==> config.mk <==
export PLATFORM = sky130hd
export DESIGN_NAME = async_serial_rx_break_tx
export DESIGN_NICKNAME = d
export VERILOG_FILES = /design/src/logic/uart_pkg.sv /design/src/logic/async_serial_rx_break_tx.sv
export SDC_FILE = /design/constraint.sdc
export NUM_CORES = 1
export LEC_CHECK = 0
export ABC_CLOCK_PERIOD_IN_PS = 2500
export BUFFER_PORTS_ARGS = -buffer_cell sky130_fd_sc_hd__buf_2
export CAP_MARGIN = 10
export CORE_MARGIN = 3
export CORE_UTILIZATION = 43
export CTS_CLUSTER_SIZE = 25
export DETAILED_ROUTE_END_ITERATION = 8
export GPL_TIMING_DRIVEN = 0
export PLACE_DENSITY_LB_ADDON = 0.12
export SLEW_MARGIN = 20
export SYNTH_ARGS = -nofsm -noshare
export SYNTH_HDL_FRONTEND = slang
export SYNTH_SLANG_ARGS = --single-unit
==> constraint.sdc <==
create_clock -name clk -period 2.5 [get_ports clk]
set_clock_uncertainty 0.1 [all_clocks]
set_input_delay 0.125 -clock clk [delete_from_list [all_inputs] [get_ports clk]]
set_output_delay 0.125 -clock clk [all_outputs]
set_load 0.05 [all_outputs]
==> src/logic/uart_pkg.sv <==
// constants and types for the serial receiver and break transmitter
package uart_pkg;
  localparam logic [7:0]  ADDR_CTRL    = 8'h00;
  localparam logic [7:0]  ADDR_STATUS  = 8'h04;
  localparam logic [7:0]  ADDR_RXDATA  = 8'h08;
  localparam logic [7:0]  ADDR_TXDATA  = 8'h0c;
  localparam logic [7:0]  ADDR_BAUD    = 8'h10;
  localparam int          CTRL_SERIAL_PORT_ENABLE    = 0;
  localparam int          CTRL_RECEIVE_CONTINUOUS_ENABLE    = 1;
  localparam int          CTRL_SYNC    = 2;
  localparam int          CTRL_TRANSMIT_ENABLE    = 3;
  localparam int          CTRL_SEND_BREAK_REQUEST   = 4;
  localparam int          CTRL_NINE    = 5;
  localparam int          ST_RXIF      = 0;
  localparam int          ST_TXIF      = 1;
  localparam int          ST_TSE       = 2;
  localparam int          ST_OVERRUN   = 3;
  localparam int          ST_FERR      = 4;
  localparam int          ST_BIT9      = 5;
  localparam int          ST_SEND_BREAK_REQUEST     = 6;
  localparam logic [5:0]  CTRL_RESET   = 6'h00;
  localparam logic [15:0] BAUD_RESET   = 16'h0036;
  localparam logic [3:0]  TICK_LAST    = 4'hf;
  localparam logic [3:0]  HALF_BIT     = 4'h7;
  localparam logic [3:0]  MAJ_FIRST    = 4'hd;
  localparam logic [3:0]  MAJ_SECOND   = 4'he;
  localparam logic [3:0]  LAST_BIT_8   = 4'h7;
  localparam logic [3:0]  LAST_BIT_9   = 4'h8;
  localparam logic [3:0]  CHAR_BITS    = 4'h9;
  localparam logic [3:0]  BREAK_BITS   = 4'hd;
  localparam logic [12:0] BREAK_SHIFT  = 13'h1000;
  localparam int          RX_DEPTH     = 2;
  localparam int          TX_DEPTH     = 4;
  localparam int          RX_WIDTH     = 10;
  localparam int          TX_WIDTH     = 8;
  typedef enum logic [1:0] {RX_IDLE, RX_START, RX_DATA, RX_STOP} rx_state_t;
endpackage : uart_pkg

==> src/logic/async_serial_rx_break_tx.sv <==
// serial receiver with two-entry queue, break transmitter and AHB-Lite registers
//
// How it works
// - the receiver samples the line on a 16x baud tick and moves one bit per 16 ticks.
// - a complete 8 or 9 bit character goes at once into a two-entry receive queue.
// - software sees the queue through the data register, whose read pops the oldest, and the head's status flags.
// - reception runs only with receive enable 1, sync select 0 and port enable 1.
// - a falling edge starts a character; a line still high half a bit later aborts silently.
// - each data bit is taken at its centre, one bit time apart, by majority of three samples.
// - the stop bit is sampled one bit later; a zero marks a framing error on that character.
// - after the stop bit the character is queued and the receive flag rises.
// - while overrun stands the receiver takes no new characters.
// - a break is a start bit, twelve zero bits and a stop bit.
// - with send-break and transmit enable set, the next data write starts a break.
// - send-break clears itself once the break's stop bit is out, so queued bytes follow.
// - the shift-empty status shows busy during a break just as for a character.
// - a header is send-break, dummy write, then the sync byte, sent right after the break.
// - the transmit flag shows room for a data write; software writes only while it is set.
//
// Chosen here: the placing of the registers and the AHB-Lite interface to the registers.
`timescale 1ns/1ns

module stream_fifo
  import uart_pkg::*;
#(
  parameter int WIDTH = 8,
  parameter int DEPTH = 4
) (
  input  wire logic             clk,
  input  wire logic             nrst,
  input  wire logic             ce,
  input  wire logic             in_valid,
  output logic                  in_ready,
  input  wire logic [WIDTH-1:0] in_data,
  output logic                  out_valid,
  input  wire logic             out_ready,
  output logic      [WIDTH-1:0] out_data
);
  localparam int AW = (DEPTH > 1) ? $clog2(DEPTH) : 1;
  localparam logic [AW-1:0] PTR_LAST = AW'(DEPTH - 1);
  localparam logic [AW:0]   CNT_FULL = (AW + 1)'(DEPTH);

  logic [WIDTH-1:0] mem_q [DEPTH];
  logic [AW-1:0]    wr_q;
  logic [AW-1:0]    rd_q;
  logic [AW:0]      count_q;
  logic             push;
  logic             pop;

  assign in_ready  = (count_q != CNT_FULL);
  assign out_valid = (count_q != '0);
  assign out_data  = mem_q[rd_q];
  assign push      = in_valid && in_ready;
  assign pop       = out_valid && out_ready;

  always_ff @(posedge clk)
  begin
    if (ce && push)
    begin
      mem_q[wr_q] <= in_data;
    end
  end

  always_ff @(posedge clk or negedge nrst)
  begin
    if (!nrst)
    begin
      wr_q    <= '0;
      rd_q    <= '0;
      count_q <= '0;
    end
    else if (ce)
    begin
      if (push)
      begin
        wr_q <= (wr_q == PTR_LAST) ? '0 : wr_q + 1'b1;
      end
      if (pop)
      begin
        rd_q <= (rd_q == PTR_LAST) ? '0 : rd_q + 1'b1;
      end
      if (push && !pop)
      begin
        count_q <= count_q + 1'b1;
      end
      else if (pop && !push)
      begin
        count_q <= count_q - 1'b1;
      end
    end
  end
endmodule : stream_fifo

module async_serial_rx_break_tx
  import uart_pkg::*;
(
  input  wire logic        clk,
  input  wire logic        nrst,
  input  wire logic        ce,
  input  wire logic        hsel,
  input  wire logic [31:0] haddr,
  input  wire logic [1:0]  htrans,
  input  wire logic        hwrite,
  input  wire logic [2:0]  hsize,
  input  wire logic [31:0] hwdata,
  input  wire logic        hready,
  output logic      [31:0] hrdata,
  output logic             hreadyout,
  output logic             hresp,
  input  wire logic        receive_line_pin,
  output logic             transmit_line_pin
);
  logic [5:0]      ctrl_q;
  logic            send_break_request;
  logic [15:0]     baud_div_q;
  logic [15:0]     baud_cnt_q;
  logic            tick_q;
  logic            tick_en;
  logic            ph_valid_q;
  logic            ph_write_q;
  logic [7:0]      ph_addr_q;
  logic            ph_stall;
  logic            ph_done;
  logic            bus_take;
  logic [31:0]     hrdata_q;
  logic            hreadyout_q;
  logic            hresp_q;
  logic [31:0]     rd_mux;
  logic            rx_on;
  logic            nine_bit;
  rx_state_t       rx_state_q;
  logic [3:0]      rx_cnt_q;
  logic [3:0]      rx_bits_q;
  logic [8:0]      receive_shift_reg;
  logic            maj_a_q;
  logic            maj_b_q;
  logic            line_prev_q;
  logic            maj_bit;
  logic            rx_stop_end;
  logic            rx_push;
  logic            rx_in_ready;
  logic [9:0]      rx_word;
  logic            rx_out_valid;
  logic [9:0]      receive_data_reg;
  logic            rx_pop;
  logic            overrun_q;
  logic            transmit_enable;
  logic            tx_push;
  logic            tx_in_ready;
  logic            tx_out_valid;
  logic [7:0]      tx_out_data;
  logic            tx_pop;
  logic            tx_busy_q;
  logic            tx_brk_q;
  logic [12:0]     tx_shift_q;
  logic [3:0]      tx_left_q;
  logic [3:0]      tx_cnt_q;
  logic            tx_line_q;
  logic            tx_done;

  assign hrdata             = hrdata_q;
  assign hreadyout          = hreadyout_q;
  assign hresp              = hresp_q;
  assign transmit_line_pin  = tx_line_q;
  assign transmit_enable    = ctrl_q[CTRL_TRANSMIT_ENABLE];
  assign nine_bit           = ctrl_q[CTRL_NINE];
  assign rx_on = ctrl_q[CTRL_SERIAL_PORT_ENABLE] && ctrl_q[CTRL_RECEIVE_CONTINUOUS_ENABLE] && !ctrl_q[CTRL_SYNC];
  assign tick_en = ce && tick_q;

  // 16x tick shared by both directions
  always_ff @(posedge clk or negedge nrst)
  begin
    if (!nrst)
    begin
      baud_cnt_q <= '0;
      tick_q     <= 1'b0;
    end
    else if (ce)
    begin
      tick_q     <= (baud_cnt_q >= baud_div_q);
      baud_cnt_q <= (baud_cnt_q >= baud_div_q) ? '0 : baud_cnt_q + 1'b1;
    end
  end

  // bus slave: every transfer has at least one wait state so hrdata comes from a flop
  assign bus_take = hsel && htrans[1] && hready;
  assign ph_stall = ph_write_q && (ph_addr_q == ADDR_TXDATA) && transmit_enable && !tx_in_ready;
  assign ph_done  = ph_valid_q && !ph_stall;

  always_comb
  begin
    rd_mux = '0;
    unique case (ph_addr_q)
      ADDR_CTRL:   rd_mux = {26'h0, ctrl_q[5], send_break_request, ctrl_q[3:0]};
      ADDR_STATUS: rd_mux = {25'h0, send_break_request,
                             rx_out_valid && receive_data_reg[8],
                             rx_out_valid && receive_data_reg[9],
                             overrun_q, !tx_busy_q, tx_in_ready, rx_out_valid};
      ADDR_RXDATA: rd_mux = rx_out_valid ? {22'h0, receive_data_reg} : 32'h0;
      ADDR_BAUD:   rd_mux = {16'h0, baud_div_q};
      default:     rd_mux = '0;
    endcase
  end

  always_ff @(posedge clk or negedge nrst)
  begin
    if (!nrst)
    begin
      ph_valid_q  <= 1'b0;
      ph_write_q  <= 1'b0;
      ph_addr_q   <= '0;
      hreadyout_q <= 1'b1;
      hrdata_q    <= '0;
      hresp_q     <= 1'b0;
    end
    else if (ce)
    begin
      hresp_q <= 1'b0;
      if (bus_take)
      begin
        ph_valid_q  <= 1'b1;
        ph_write_q  <= hwrite;
        ph_addr_q   <= haddr[7:0];
        hreadyout_q <= 1'b0;
      end
      else if (ph_done)
      begin
        ph_valid_q  <= 1'b0;
        hreadyout_q <= 1'b1;
        hrdata_q    <= ph_write_q ? 32'h0 : rd_mux;
      end
    end
  end

  // control, baud and send-break
  always_ff @(posedge clk or negedge nrst)
  begin
    if (!nrst)
    begin
      ctrl_q             <= CTRL_RESET;
      send_break_request <= 1'b0;
      baud_div_q         <= BAUD_RESET;
    end
    else if (ce)
    begin
      if (ph_done && ph_write_q && ph_addr_q == ADDR_CTRL)
      begin
        ctrl_q             <= hwdata[5:0];
        send_break_request <= hwdata[CTRL_SEND_BREAK_REQUEST];
      end
      else if (tx_done && tx_brk_q)
      begin
        send_break_request <= 1'b0;
      end
      if (ph_done && ph_write_q && ph_addr_q == ADDR_BAUD)
      begin
        baud_div_q <= hwdata[15:0];
      end
    end
  end

  // receiver
  assign maj_bit     = (maj_a_q & maj_b_q) | (maj_a_q & receive_line_pin) |
                       (maj_b_q & receive_line_pin);
  assign rx_stop_end = rx_on && tick_en && rx_state_q == RX_STOP && rx_cnt_q == TICK_LAST;
  assign rx_push     = rx_stop_end && rx_in_ready;
  assign rx_word     = nine_bit ? {!maj_bit, receive_shift_reg[8], receive_shift_reg[7:0]}
                                : {!maj_bit, 1'b0, receive_shift_reg[8:1]};
  assign rx_pop      = ph_done && !ph_write_q && ph_addr_q == ADDR_RXDATA;

  always_ff @(posedge clk or negedge nrst)
  begin
    if (!nrst)
    begin
      rx_state_q        <= RX_IDLE;
      rx_cnt_q          <= '0;
      rx_bits_q         <= '0;
      receive_shift_reg <= '0;
      maj_a_q           <= 1'b1;
      maj_b_q           <= 1'b1;
      line_prev_q       <= 1'b1;
    end
    else if (ce && !rx_on)
    begin
      rx_state_q <= RX_IDLE;
    end
    else if (tick_en)
    begin
      line_prev_q <= receive_line_pin;
      rx_cnt_q    <= rx_cnt_q + 1'b1;
      if (rx_cnt_q == MAJ_FIRST)
      begin
        maj_a_q <= receive_line_pin;
      end
      if (rx_cnt_q == MAJ_SECOND)
      begin
        maj_b_q <= receive_line_pin;
      end
      unique case (rx_state_q)
        RX_IDLE:
        begin
          rx_cnt_q <= '0;
          if (!overrun_q && line_prev_q && !receive_line_pin)
          begin
            rx_state_q <= RX_START;
          end
        end
        RX_START:
        begin
          if (rx_cnt_q == HALF_BIT)
          begin
            rx_cnt_q   <= '0;
            rx_bits_q  <= '0;
            rx_state_q <= receive_line_pin ? RX_IDLE : RX_DATA;
          end
        end
        RX_DATA:
        begin
          if (rx_cnt_q == TICK_LAST)
          begin
            receive_shift_reg <= {maj_bit, receive_shift_reg[8:1]};
            rx_bits_q         <= rx_bits_q + 1'b1;
            if (rx_bits_q == (nine_bit ? LAST_BIT_9 : LAST_BIT_8))
            begin
              rx_state_q <= RX_STOP;
            end
          end
        end
        RX_STOP:
        begin
          if (rx_cnt_q == TICK_LAST)
          begin
            rx_state_q <= RX_IDLE;
          end
        end
      endcase
    end
  end

  // overrun: a full queue drops the new character; cleared by dropping receive enable
  always_ff @(posedge clk or negedge nrst)
  begin
    if (!nrst)
    begin
      overrun_q <= 1'b0;
    end
    else if (ce)
    begin
      if (rx_stop_end && !rx_in_ready)
      begin
        overrun_q <= 1'b1;
      end
      else if (!ctrl_q[CTRL_RECEIVE_CONTINUOUS_ENABLE])
      begin
        overrun_q <= 1'b0;
      end
    end
  end

  stream_fifo #(.WIDTH(RX_WIDTH), .DEPTH(RX_DEPTH)) rx_queue (
    .clk       (clk),
    .nrst      (nrst),
    .ce        (ce),
    .in_valid  (rx_push),
    .in_ready  (rx_in_ready),
    .in_data   (rx_word),
    .out_valid (rx_out_valid),
    .out_ready (rx_pop),
    .out_data  (receive_data_reg)
  );

  // transmitter; a write while disabled is dropped, while full it stalls the bus
  assign tx_push = ph_done && ph_write_q && ph_addr_q == ADDR_TXDATA && transmit_enable;
  assign tx_pop  = transmit_enable && tick_en && !tx_busy_q && tx_out_valid;
  assign tx_done = transmit_enable && tick_en && tx_busy_q && tx_cnt_q == TICK_LAST &&
                   tx_left_q == '0;

  stream_fifo #(.WIDTH(TX_WIDTH), .DEPTH(TX_DEPTH)) tx_queue (
    .clk       (clk),
    .nrst      (nrst),
    .ce        (ce),
    .in_valid  (tx_push),
    .in_ready  (tx_in_ready),
    .in_data   (hwdata[7:0]),
    .out_valid (tx_out_valid),
    .out_ready (tx_pop),
    .out_data  (tx_out_data)
  );

  always_ff @(posedge clk or negedge nrst)
  begin
    if (!nrst)
    begin
      tx_busy_q  <= 1'b0;
      tx_brk_q   <= 1'b0;
      tx_shift_q <= '0;
      tx_left_q  <= '0;
      tx_cnt_q   <= '0;
      tx_line_q  <= 1'b1;
    end
    else if (ce && !transmit_enable)
    begin
      tx_busy_q <= 1'b0;
      tx_line_q <= 1'b1;
    end
    else if (tx_pop)
    begin
      // send-break is judged when a byte leaves the queue, so the sync byte behind it
      // goes out as data once the flag has cleared
      tx_busy_q  <= 1'b1;
      tx_brk_q   <= send_break_request;
      tx_shift_q <= send_break_request ? BREAK_SHIFT : {5'h1f, tx_out_data};
      tx_left_q  <= send_break_request ? BREAK_BITS : CHAR_BITS;
      tx_cnt_q   <= '0;
      tx_line_q  <= 1'b0;
    end
    else if (tick_en && tx_busy_q)
    begin
      tx_cnt_q <= tx_cnt_q + 1'b1;
      if (tx_cnt_q == TICK_LAST)
      begin
        if (tx_left_q == '0)
        begin
          tx_busy_q <= 1'b0;
        end
        else
        begin
          tx_line_q  <= tx_shift_q[0];
          tx_shift_q <= {1'b1, tx_shift_q[12:1]};
          tx_left_q  <= tx_left_q - 1'b1;
        end
      end
    end
  end

  rx_tick_only_a: assert property (@(posedge clk) disable iff (!nrst)
    (rx_state_q == RX_DATA && rx_cnt_q != $past(rx_cnt_q)) |-> $past(tick_en))
    else $error("receive bit counter moved without a tick");

  rx_enable_a: assert property (@(posedge clk) disable iff (!nrst)
    (ce && !rx_on) |=> rx_state_q == RX_IDLE)
    else $error("receiver active while not enabled");

  start_abort_a: assert property (@(posedge clk) disable iff (!nrst)
    (rx_on && tick_en && rx_state_q == RX_START && rx_cnt_q == HALF_BIT && receive_line_pin)
    |=> rx_state_q == RX_IDLE && !overrun_q == !$past(overrun_q))
    else $error("false start bit not abandoned");

  frame_flag_a: assert property (@(posedge clk) disable iff (!nrst)
    rx_push |-> rx_word[9] == !(maj_a_q ? (maj_b_q | receive_line_pin)
                                        : (maj_b_q & receive_line_pin)))
    else $error("framing error does not follow stop sample");

  rx_queue_push_a: assert property (@(posedge clk) disable iff (!nrst)
    (rx_stop_end && rx_in_ready) |=> rx_out_valid)
    else $error("finished character not queued");

  overrun_set_a: assert property (@(posedge clk) disable iff (!nrst)
    (rx_stop_end && !rx_in_ready) |=> overrun_q && rx_queue.count_q <= $past(rx_queue.count_q))
    else $error("overrun not raised on full queue");

  overrun_hold_a: assert property (@(posedge clk) disable iff (!nrst)
    (overrun_q && rx_state_q == RX_IDLE && rx_on) |=> rx_state_q == RX_IDLE)
    else $error("receiver started during overrun");

  break_start_a: assert property (@(posedge clk) disable iff (!nrst)
    (tx_pop && send_break_request) |=> !tx_line_q && tx_left_q == BREAK_BITS && tx_brk_q)
    else $error("break not loaded as zeros");

  break_clear_a: assert property (@(posedge clk) disable iff (!nrst)
    (tx_done && tx_brk_q && !(ph_done && ph_write_q && ph_addr_q == ADDR_CTRL))
    |=> !send_break_request && !tx_busy_q)
    else $error("send-break not cleared after break");

  pop_on_read_a: assert property (@(posedge clk) disable iff (!nrst)
    (ce && rx_out_valid && !rx_push && !rx_pop) |=> rx_out_valid)
    else $error("receive queue lost an entry without a read");
endmodule : async_serial_rx_break_tx

; After elaboration in Yosys (flattened, before gate mapping)
; Memories as Yosys holds them, arrays and structs flattened.
; Cells that the tools add are included.
[totals]
regBits = 141
mem_bits_rw = 52
input_bits = 76
out_inout_bits = 35
memories = 2
[mem_list]
columns = memory, depth, word_bits, rd, rd_ports_with_merged_regs, wr, line
row1 = tx_queue.mem_q, 4, 8, 1, 0, 1, async_serial_rx_break_tx.sv:43  ; logic [WIDTH-1:0] mem_q [DEPTH];
row2 = rx_queue.mem_q, 2, 10, 1, 0, 1, async_serial_rx_break_tx.sv:43
[classes]
add_sub_neg = 13
order_cmp = 1
eq_ne = 27
mux = 62
bitwise_logic = 8
n_reduce_logical = 100
[op_table]
columns = op, n
row1 = 16-bit case mux with 4 select lines, 1
row2 = 13-bit 2-to-1 mux, 4
row3 = 1-bit logical AND, 45
row4 = 4-bit 2-to-1 mux, 10
row5 = 32-bit 2-to-1 mux, 1
row6 = 2-bit AND reduction, 15
row7 = 1-bit 2-to-1 mux, 24
row8 = 2-bit 2-to-1 mux, 12
row9 = 2-bit nonzero test, 9
row10 = "16-bit by 1-bit adder with 16-bit output, second input constant", 1
row11 = "4-bit equality test, second input constant", 4
row12 = "8-bit by 4-bit equality test with 1-bit output, second input constant", 2
row13 = 16-bit greater-or-equal comparator, 1
row14 = 16-bit 2-to-1 mux, 1
row15 = 4-bit case mux with 2 select lines, 2
row16 = 1-bit logical NOT, 15
row17 = "3-bit != test, second input constant", 5
row18 = 3-bit AND reduction, 5
row19 = "4-bit by 1-bit adder with 4-bit output, second input constant", 3
row20 = 12-bit 2-to-1 mux, 1
row21 = 3-bit nonzero test, 4
row22 = 10-bit 2-to-1 mux, 1
row23 = 3-bit 2-to-1 mux, 3
row24 = 9-bit 2-to-1 mux, 1
row25 = 25 further kinds, 41

; Logic depth before layout (Yosys ltp)
[logic_depth]
ltp_word = 14
depth_mapped = 12
ltp_nobuf = 10

; Hierarchy
; A second synthesis with hierarchy kept.
[unflattened]
hier_cells = 726
hier_area_um2 = 8709.6
[by_module_without_submodules]
columns = mod, instances, cells_each, area_each_um2, seq_area_each_um2
row1 = async_serial_rx_break_tx, 1, 594, 6154.7, 2839.0
row2 = stream_fifo (tx_queue), 1, 81, 1612.8, 1136.1
row3 = stream_fifo (rx_queue), 1, 51, 942.2, 700.7

; Worst setup path after synthesis
; OpenSTA, ideal clock, no wires.
[synth_timing]
kind = register -> register
from = register tx_queue.count_q[2]
to = register tx_queue.count_q[2]
setup_time_ps = 123
t_arrival_ps = 2448
setup_slack_ps = -171
stages_incl_launch_ff = 12
synth_period_minus_slack_ps = 2671
path_cell_list = dfrtp_1 > or3_1 > and3_1 > buf_2 > inv_1 > buf_1 > ha_1 > inv_1 > fa_1 > xnor2_1 > nand2_1 > xnor2_1
[synth_via]
elab_chain_len = 13
word_cells_on_any_way = 22
classes_between = 2 x add/sub / 1 x eq/ne / 2 x mux / 17 x reduce/logical
[synth_rtl]
columns = item, line
row1 = "start, declared", async_serial_rx_break_tx.sv:46  ; logic [AW:0] count_q;
row2 = "start signal, assigned", async_serial_rx_break_tx.sv:84  ; count_q <= count_q + 1'b1;
row3 = "start signal, assigned", async_serial_rx_break_tx.sv:88  ; count_q <= count_q - 1'b1;
row4 = 3-bit != test, async_serial_rx_break_tx.sv:50  ; assign in_ready = (count_q != CNT_FULL);
row5 = 1-bit logical NOT, async_serial_rx_break_tx.sv:187  ; assign ph_stall = ph_write_q && (ph_addr_q == ADDR_TXDATA) && transmit_enable && !tx_in_ready;
row6 = 1-bit logical AND, async_serial_rx_break_tx.sv:187
row7 = 1-bit logical NOT, async_serial_rx_break_tx.sv:188  ; assign ph_done = ph_valid_q && !ph_stall;
row8 = 1-bit logical AND, async_serial_rx_break_tx.sv:188
row9 = 1-bit logical AND (3 in a row), async_serial_rx_break_tx.sv:373  ; assign tx_push = ph_done && ph_write_q && ph_addr_q == ADDR_TXDATA && transmit_enable;
row10 = 1-bit logical AND, async_serial_rx_break_tx.sv:53  ; assign push = in_valid && in_ready;
row11 = 1-bit logical NOT, async_serial_rx_break_tx.sv:86  ; else if (pop && !push)
row12 = 1-bit logical AND, async_serial_rx_break_tx.sv:86
row13 = 2-bit nonzero test (no source line), --
row14 = 2-bit AND reduction (no source line), --
; Several ways; a longest one is shown, not always the timed one. The select of a mux whose other input is x is not followed.
; A chain may end at the register's enable or synchronous reset.

; Worst setup path after layout
[layout_timing]
from = register ph_addr_q[1]
to = register tx_queue.count_q[2]
[layout_via]
elab_chain_len = 14
word_cells_on_any_way = 16
classes_between = 1 x eq/ne / 1 x mux / 14 x reduce/logical
[layout_rtl]
columns = item, line
row1 = "start, declared", async_serial_rx_break_tx.sv:121  ; logic [7:0] ph_addr_q;
row2 = "start signal, assigned", async_serial_rx_break_tx.sv:223  ; ph_addr_q <= haddr[7:0];
row3 = 8-bit by 4-bit equality test with 1-bit output (*), "async_serial_rx_break_tx.sv:187, async_serial_rx_break_tx.sv:373"
row4 = 1-bit logical AND (3 in a row), async_serial_rx_break_tx.sv:187
row5 = 1-bit logical NOT, async_serial_rx_break_tx.sv:188
row6 = 1-bit logical AND, async_serial_rx_break_tx.sv:188
row7 = 1-bit logical AND, async_serial_rx_break_tx.sv:373
row8 = 1-bit logical AND (*) (2 in a row), async_serial_rx_break_tx.sv:373
row9 = 1-bit logical AND (*), async_serial_rx_break_tx.sv:53
row10 = 1-bit logical NOT, async_serial_rx_break_tx.sv:86
row11 = 1-bit logical AND, async_serial_rx_break_tx.sv:86
row12 = 2-bit nonzero test (no source line), --
row13 = 2-bit AND reduction (no source line), --
; Mark *: on every way between the ends. The rest lies on a longest branch, timed or not.

==> results.txt <==
Yosys mapped the design onto 62 distinct sky130hd cell types. The H-tree was split into 4 levels. The HPWL after detailed placement is 13.7 mm. Setup repair after global routing could not meet its margin everywhere. Count of flip-flops with a built-in enable after synthesis: 52. Across the VDD grid, the largest voltage drop is 0.413 mV. Global routing used 18.2% of the available tracks. Synthesis produced 748 cells. The total power density per cell area is 661 nW/um^2, and the leakage power summed over all cells is 4.57 nW. The number of DRC markers after the initial detailed-route iteration is 300, and the average wire per cell in the routed design is 16.6 microns. The critical path is of the reg -> reg type. At the later pin of the worst-skew pair, clock insertion delay measures 430 ps. For the finished layout, the period the worst path requires is 2430 ps. The vertical die dimension works out to 147 microns.

For this run, the post-layout net count is 979. CTS placed an instance of clkbuf_16 at the clock tree root. The measured slew at the worst slew-check pin is 911 ps, and the number of max-slew violations in the final report is 0.

Maximum fanout along the worst path: 4. The worst setup path is launched from a flip-flop. The number of standard cells in the layout, taps in and fillers out was 1140; the clock transition at the register clock pins on the worst setup and hold paths after CTS was 60 ps. The floorplan has 50 rows. In the routed design, unresolved DRC markers number 0. The portion of the post-synthesis area used by sequential elements is 54.9%.

STA classifies the critical path endpoint as a flip-flop. Summed over all layers, the routed wires come to 18.9 mm. The worst slew slack as a fraction of its limit is 39.1%. The logs give -290 ps for the minimum setup slack after placement and 0.860 for the weighted congestion at the end of routability-driven global placement. The register with the most flip-flops in the final layout is tx_queue.mem_q.

The largest registers in the layout are tx_queue.mem_q (32), rx_queue.mem_q (20). Including well taps, the total number of placed cells is 1074. Dividing the detail-routed via count by the number of cells gives 5.16. The number of clock buffers inserted by TritonCTS came out at 17.

For this run, the leading register cell type out of synthesis is dfrtp_1. The run gives 0 as the final number of hold-violating endpoints. For the number of antenna violations at the first check in global routing, the log shows 0. The proportion of layout cells with a drive suffix above 1 works out to 22.6%. The die covers 21500 sq um. Leaving out fill and tap cells, the most frequent cell in the layout is dfrtp_1.

The number of nets still failing antenna checks after routing is 0. For the synthesized area, the log shows 8510 sq um. By area the synthesized netlist is led by dfrtp_1 (34%), edfxtp_1 (18%), mux2_2 (5.3%), ha_1 (5.1%), nand2_1 (3.9%). The top cell types in the final layout, fill and taps aside, are dfrtp_1 (112), nand2_1 (88), edfxtp_1 (52), o21ai_0 (49), buf_2 (49).

The largest area contributor in the netlist is dfrtp_1. For the achievable frequency, the log shows 412 MHz. The flow ran to the end, and the final reports show no timing, DRC or antenna violations. In this run the tool buffered the top-level ports with 49 buffer cells. The proportion of register bits with asynchronous set or reset after synthesis was 70.5%; the area overhead of the layout relative to synthesis was 19.7%. The post-synthesis average cell area is 11.4 sq um, and the total iterations of the first detailed-routing run is 4.

TritonCTS built the clock tree. The top cell type's share of synthesized area is 33.8%, and the CTS sink count is 176. Setup violations remaining at the end of the flow were counted as 0.

In this run, synthesis produced a sequential element count of 176. The maximum buffer depth of the clock tree is 2, and the fraction of the cycle the final worst path needs is 97.1%. Hold timing on the final database bottoms out at a slack of 73.6 ps. The run gives 73.7 ps as the slack of the critical path. The register with the most flip-flops in the layout has 32 of them.

The tools report the number of global-route vias before repair as 6155. In the final timing run, aggregate negative setup slack is 0 ps. 0 antenna diodes ended up in the layout. The tool flagged a number of max-cap violations equal to 0. The first global-routing pass estimated 31.5 mm of wire.

The run gives 0 as the count of yosys warnings during synthesis. At the worst endpoint, the arrival time is 2640 ps. The run gives 53.4% as the final core utilization.

Global routing finished with a remaining overflow of 0. The horizontal extent of the die is 147 microns. The worst min-delay path category was in -> reg.

The core region is 19100 sq um. The total via count after detailed routing was 5885; the data required time of the critical path was 2710 ps. The starting utilization of the core area is 44.6%, and the number of placed I/O pins is 111. Entering global routing, the biggest net connects 66 pins.
-- layout make-up --
cell class | instances | area (sq um)
buffer | 39 | 231
sequential | 176 | 4680
timing repair buffer | 90 | 649
multi-input combinational | 502 | 3580
inverter | 41 | 159
tap | 260 | 325
fill | 1695 | 8890
clock buffer | 21 | 463
clock inverter | 11 | 105
-- synth_stat cells (all sizes together) (9+ instances only) --
master,n
clkbuf,22
mux2,40
dfstp,9
nand4,15
a22oi,10
o21ai,51
and2,9
dfrtp,115
and3,11
ha,35
nor3,11
a21oi,16
nor2,44
nand3,19
buf,23
xor2,18
inv,41
edfxtp,52
mux2i,15
nand2,89
-- metrics by stage --
step	power, mW	instance area [sq um]
floorplan	3.86	8570
global placement	4.12	9150
detailed placement	4.16	9180
CTS	6.78	10100
global route	7.04	10200
finish	6.73	10200
-- where the power goes --
part / leakage (nW) / internal, mW / switching, mW / total, mW
logic: 2.22 / 0.357 / 0.523 / 0.881
registers: 2.09 / 3.13 / 0.180 / 3.30
clock network: 0.265 / 1.44 / 1.11 / 2.55
-- cell families after synthesis --
family                   Yosys count  synth area share (%)
AO/OA/AOI/OAI                    127                  9.63
XOR/XNOR                          23                  2.37
adder cells (fa/ha/maj)           37                  5.50
buffers and inverters             86                  4.75
flip-flops                       176                  54.9
multiplexers                      63                  9.17
other                              1                0.0441
AND/OR/NAND/NOR                  235                  13.6
-- what timing repair did --
item	4_1_cts	5_1_grt
resized for setup	19	11
setup buffers	3	9
endpoints found under the setup margin	42	68
hold endpoints to repair	125	0
hold buffers	28	0
pin swaps	1	4
-- layer usage --
metal | wire length [microns] | part of all wire [%] | GRT usage [%] | up-vias
li1 | - | - | - | 2863
met1 | 8760 | 46 | 24.9 | 2902
met2 | 9200 | 49 | 29.9 | 101
met3 | 706 | 3.7 | 3.13 | 19
met4 | 285 | 1.5 | 5.69 | 0
met5 | 0 | 0 | 0 | -
-- worst paths after layout --
path	startpoint	endpoint	slack, ps	cells after the start
worst min register to register	tx_shift_q[6]	tx_shift_q[5]	370	2
worst max register to register	ph_addr_q[1]	tx_queue.count_q[2]	70	10
worst max-delay path	ph_addr_q[1]	tx_queue.count_q[2]	70	10
worst min-delay path	ce	rx_queue.count_q[0]	70	3
min in group asynchronous	nrst	ph_addr_q[5]	140	2
max in group asynchronous	nrst	baud_div_q[5]	1380	3
-- worst max-delay path, cell delays in order (launching register included) --
cell     delay [ps]
dfrtp_1         400
nor3_2          250
nand2_2         130
nor3_2          240
and3_1          200
ha_2            190
inv_1            50
fa_1            380
xnor2_1         160
nand2_1          90
xnor2_1         130
(Power assumes the default switching activity.)
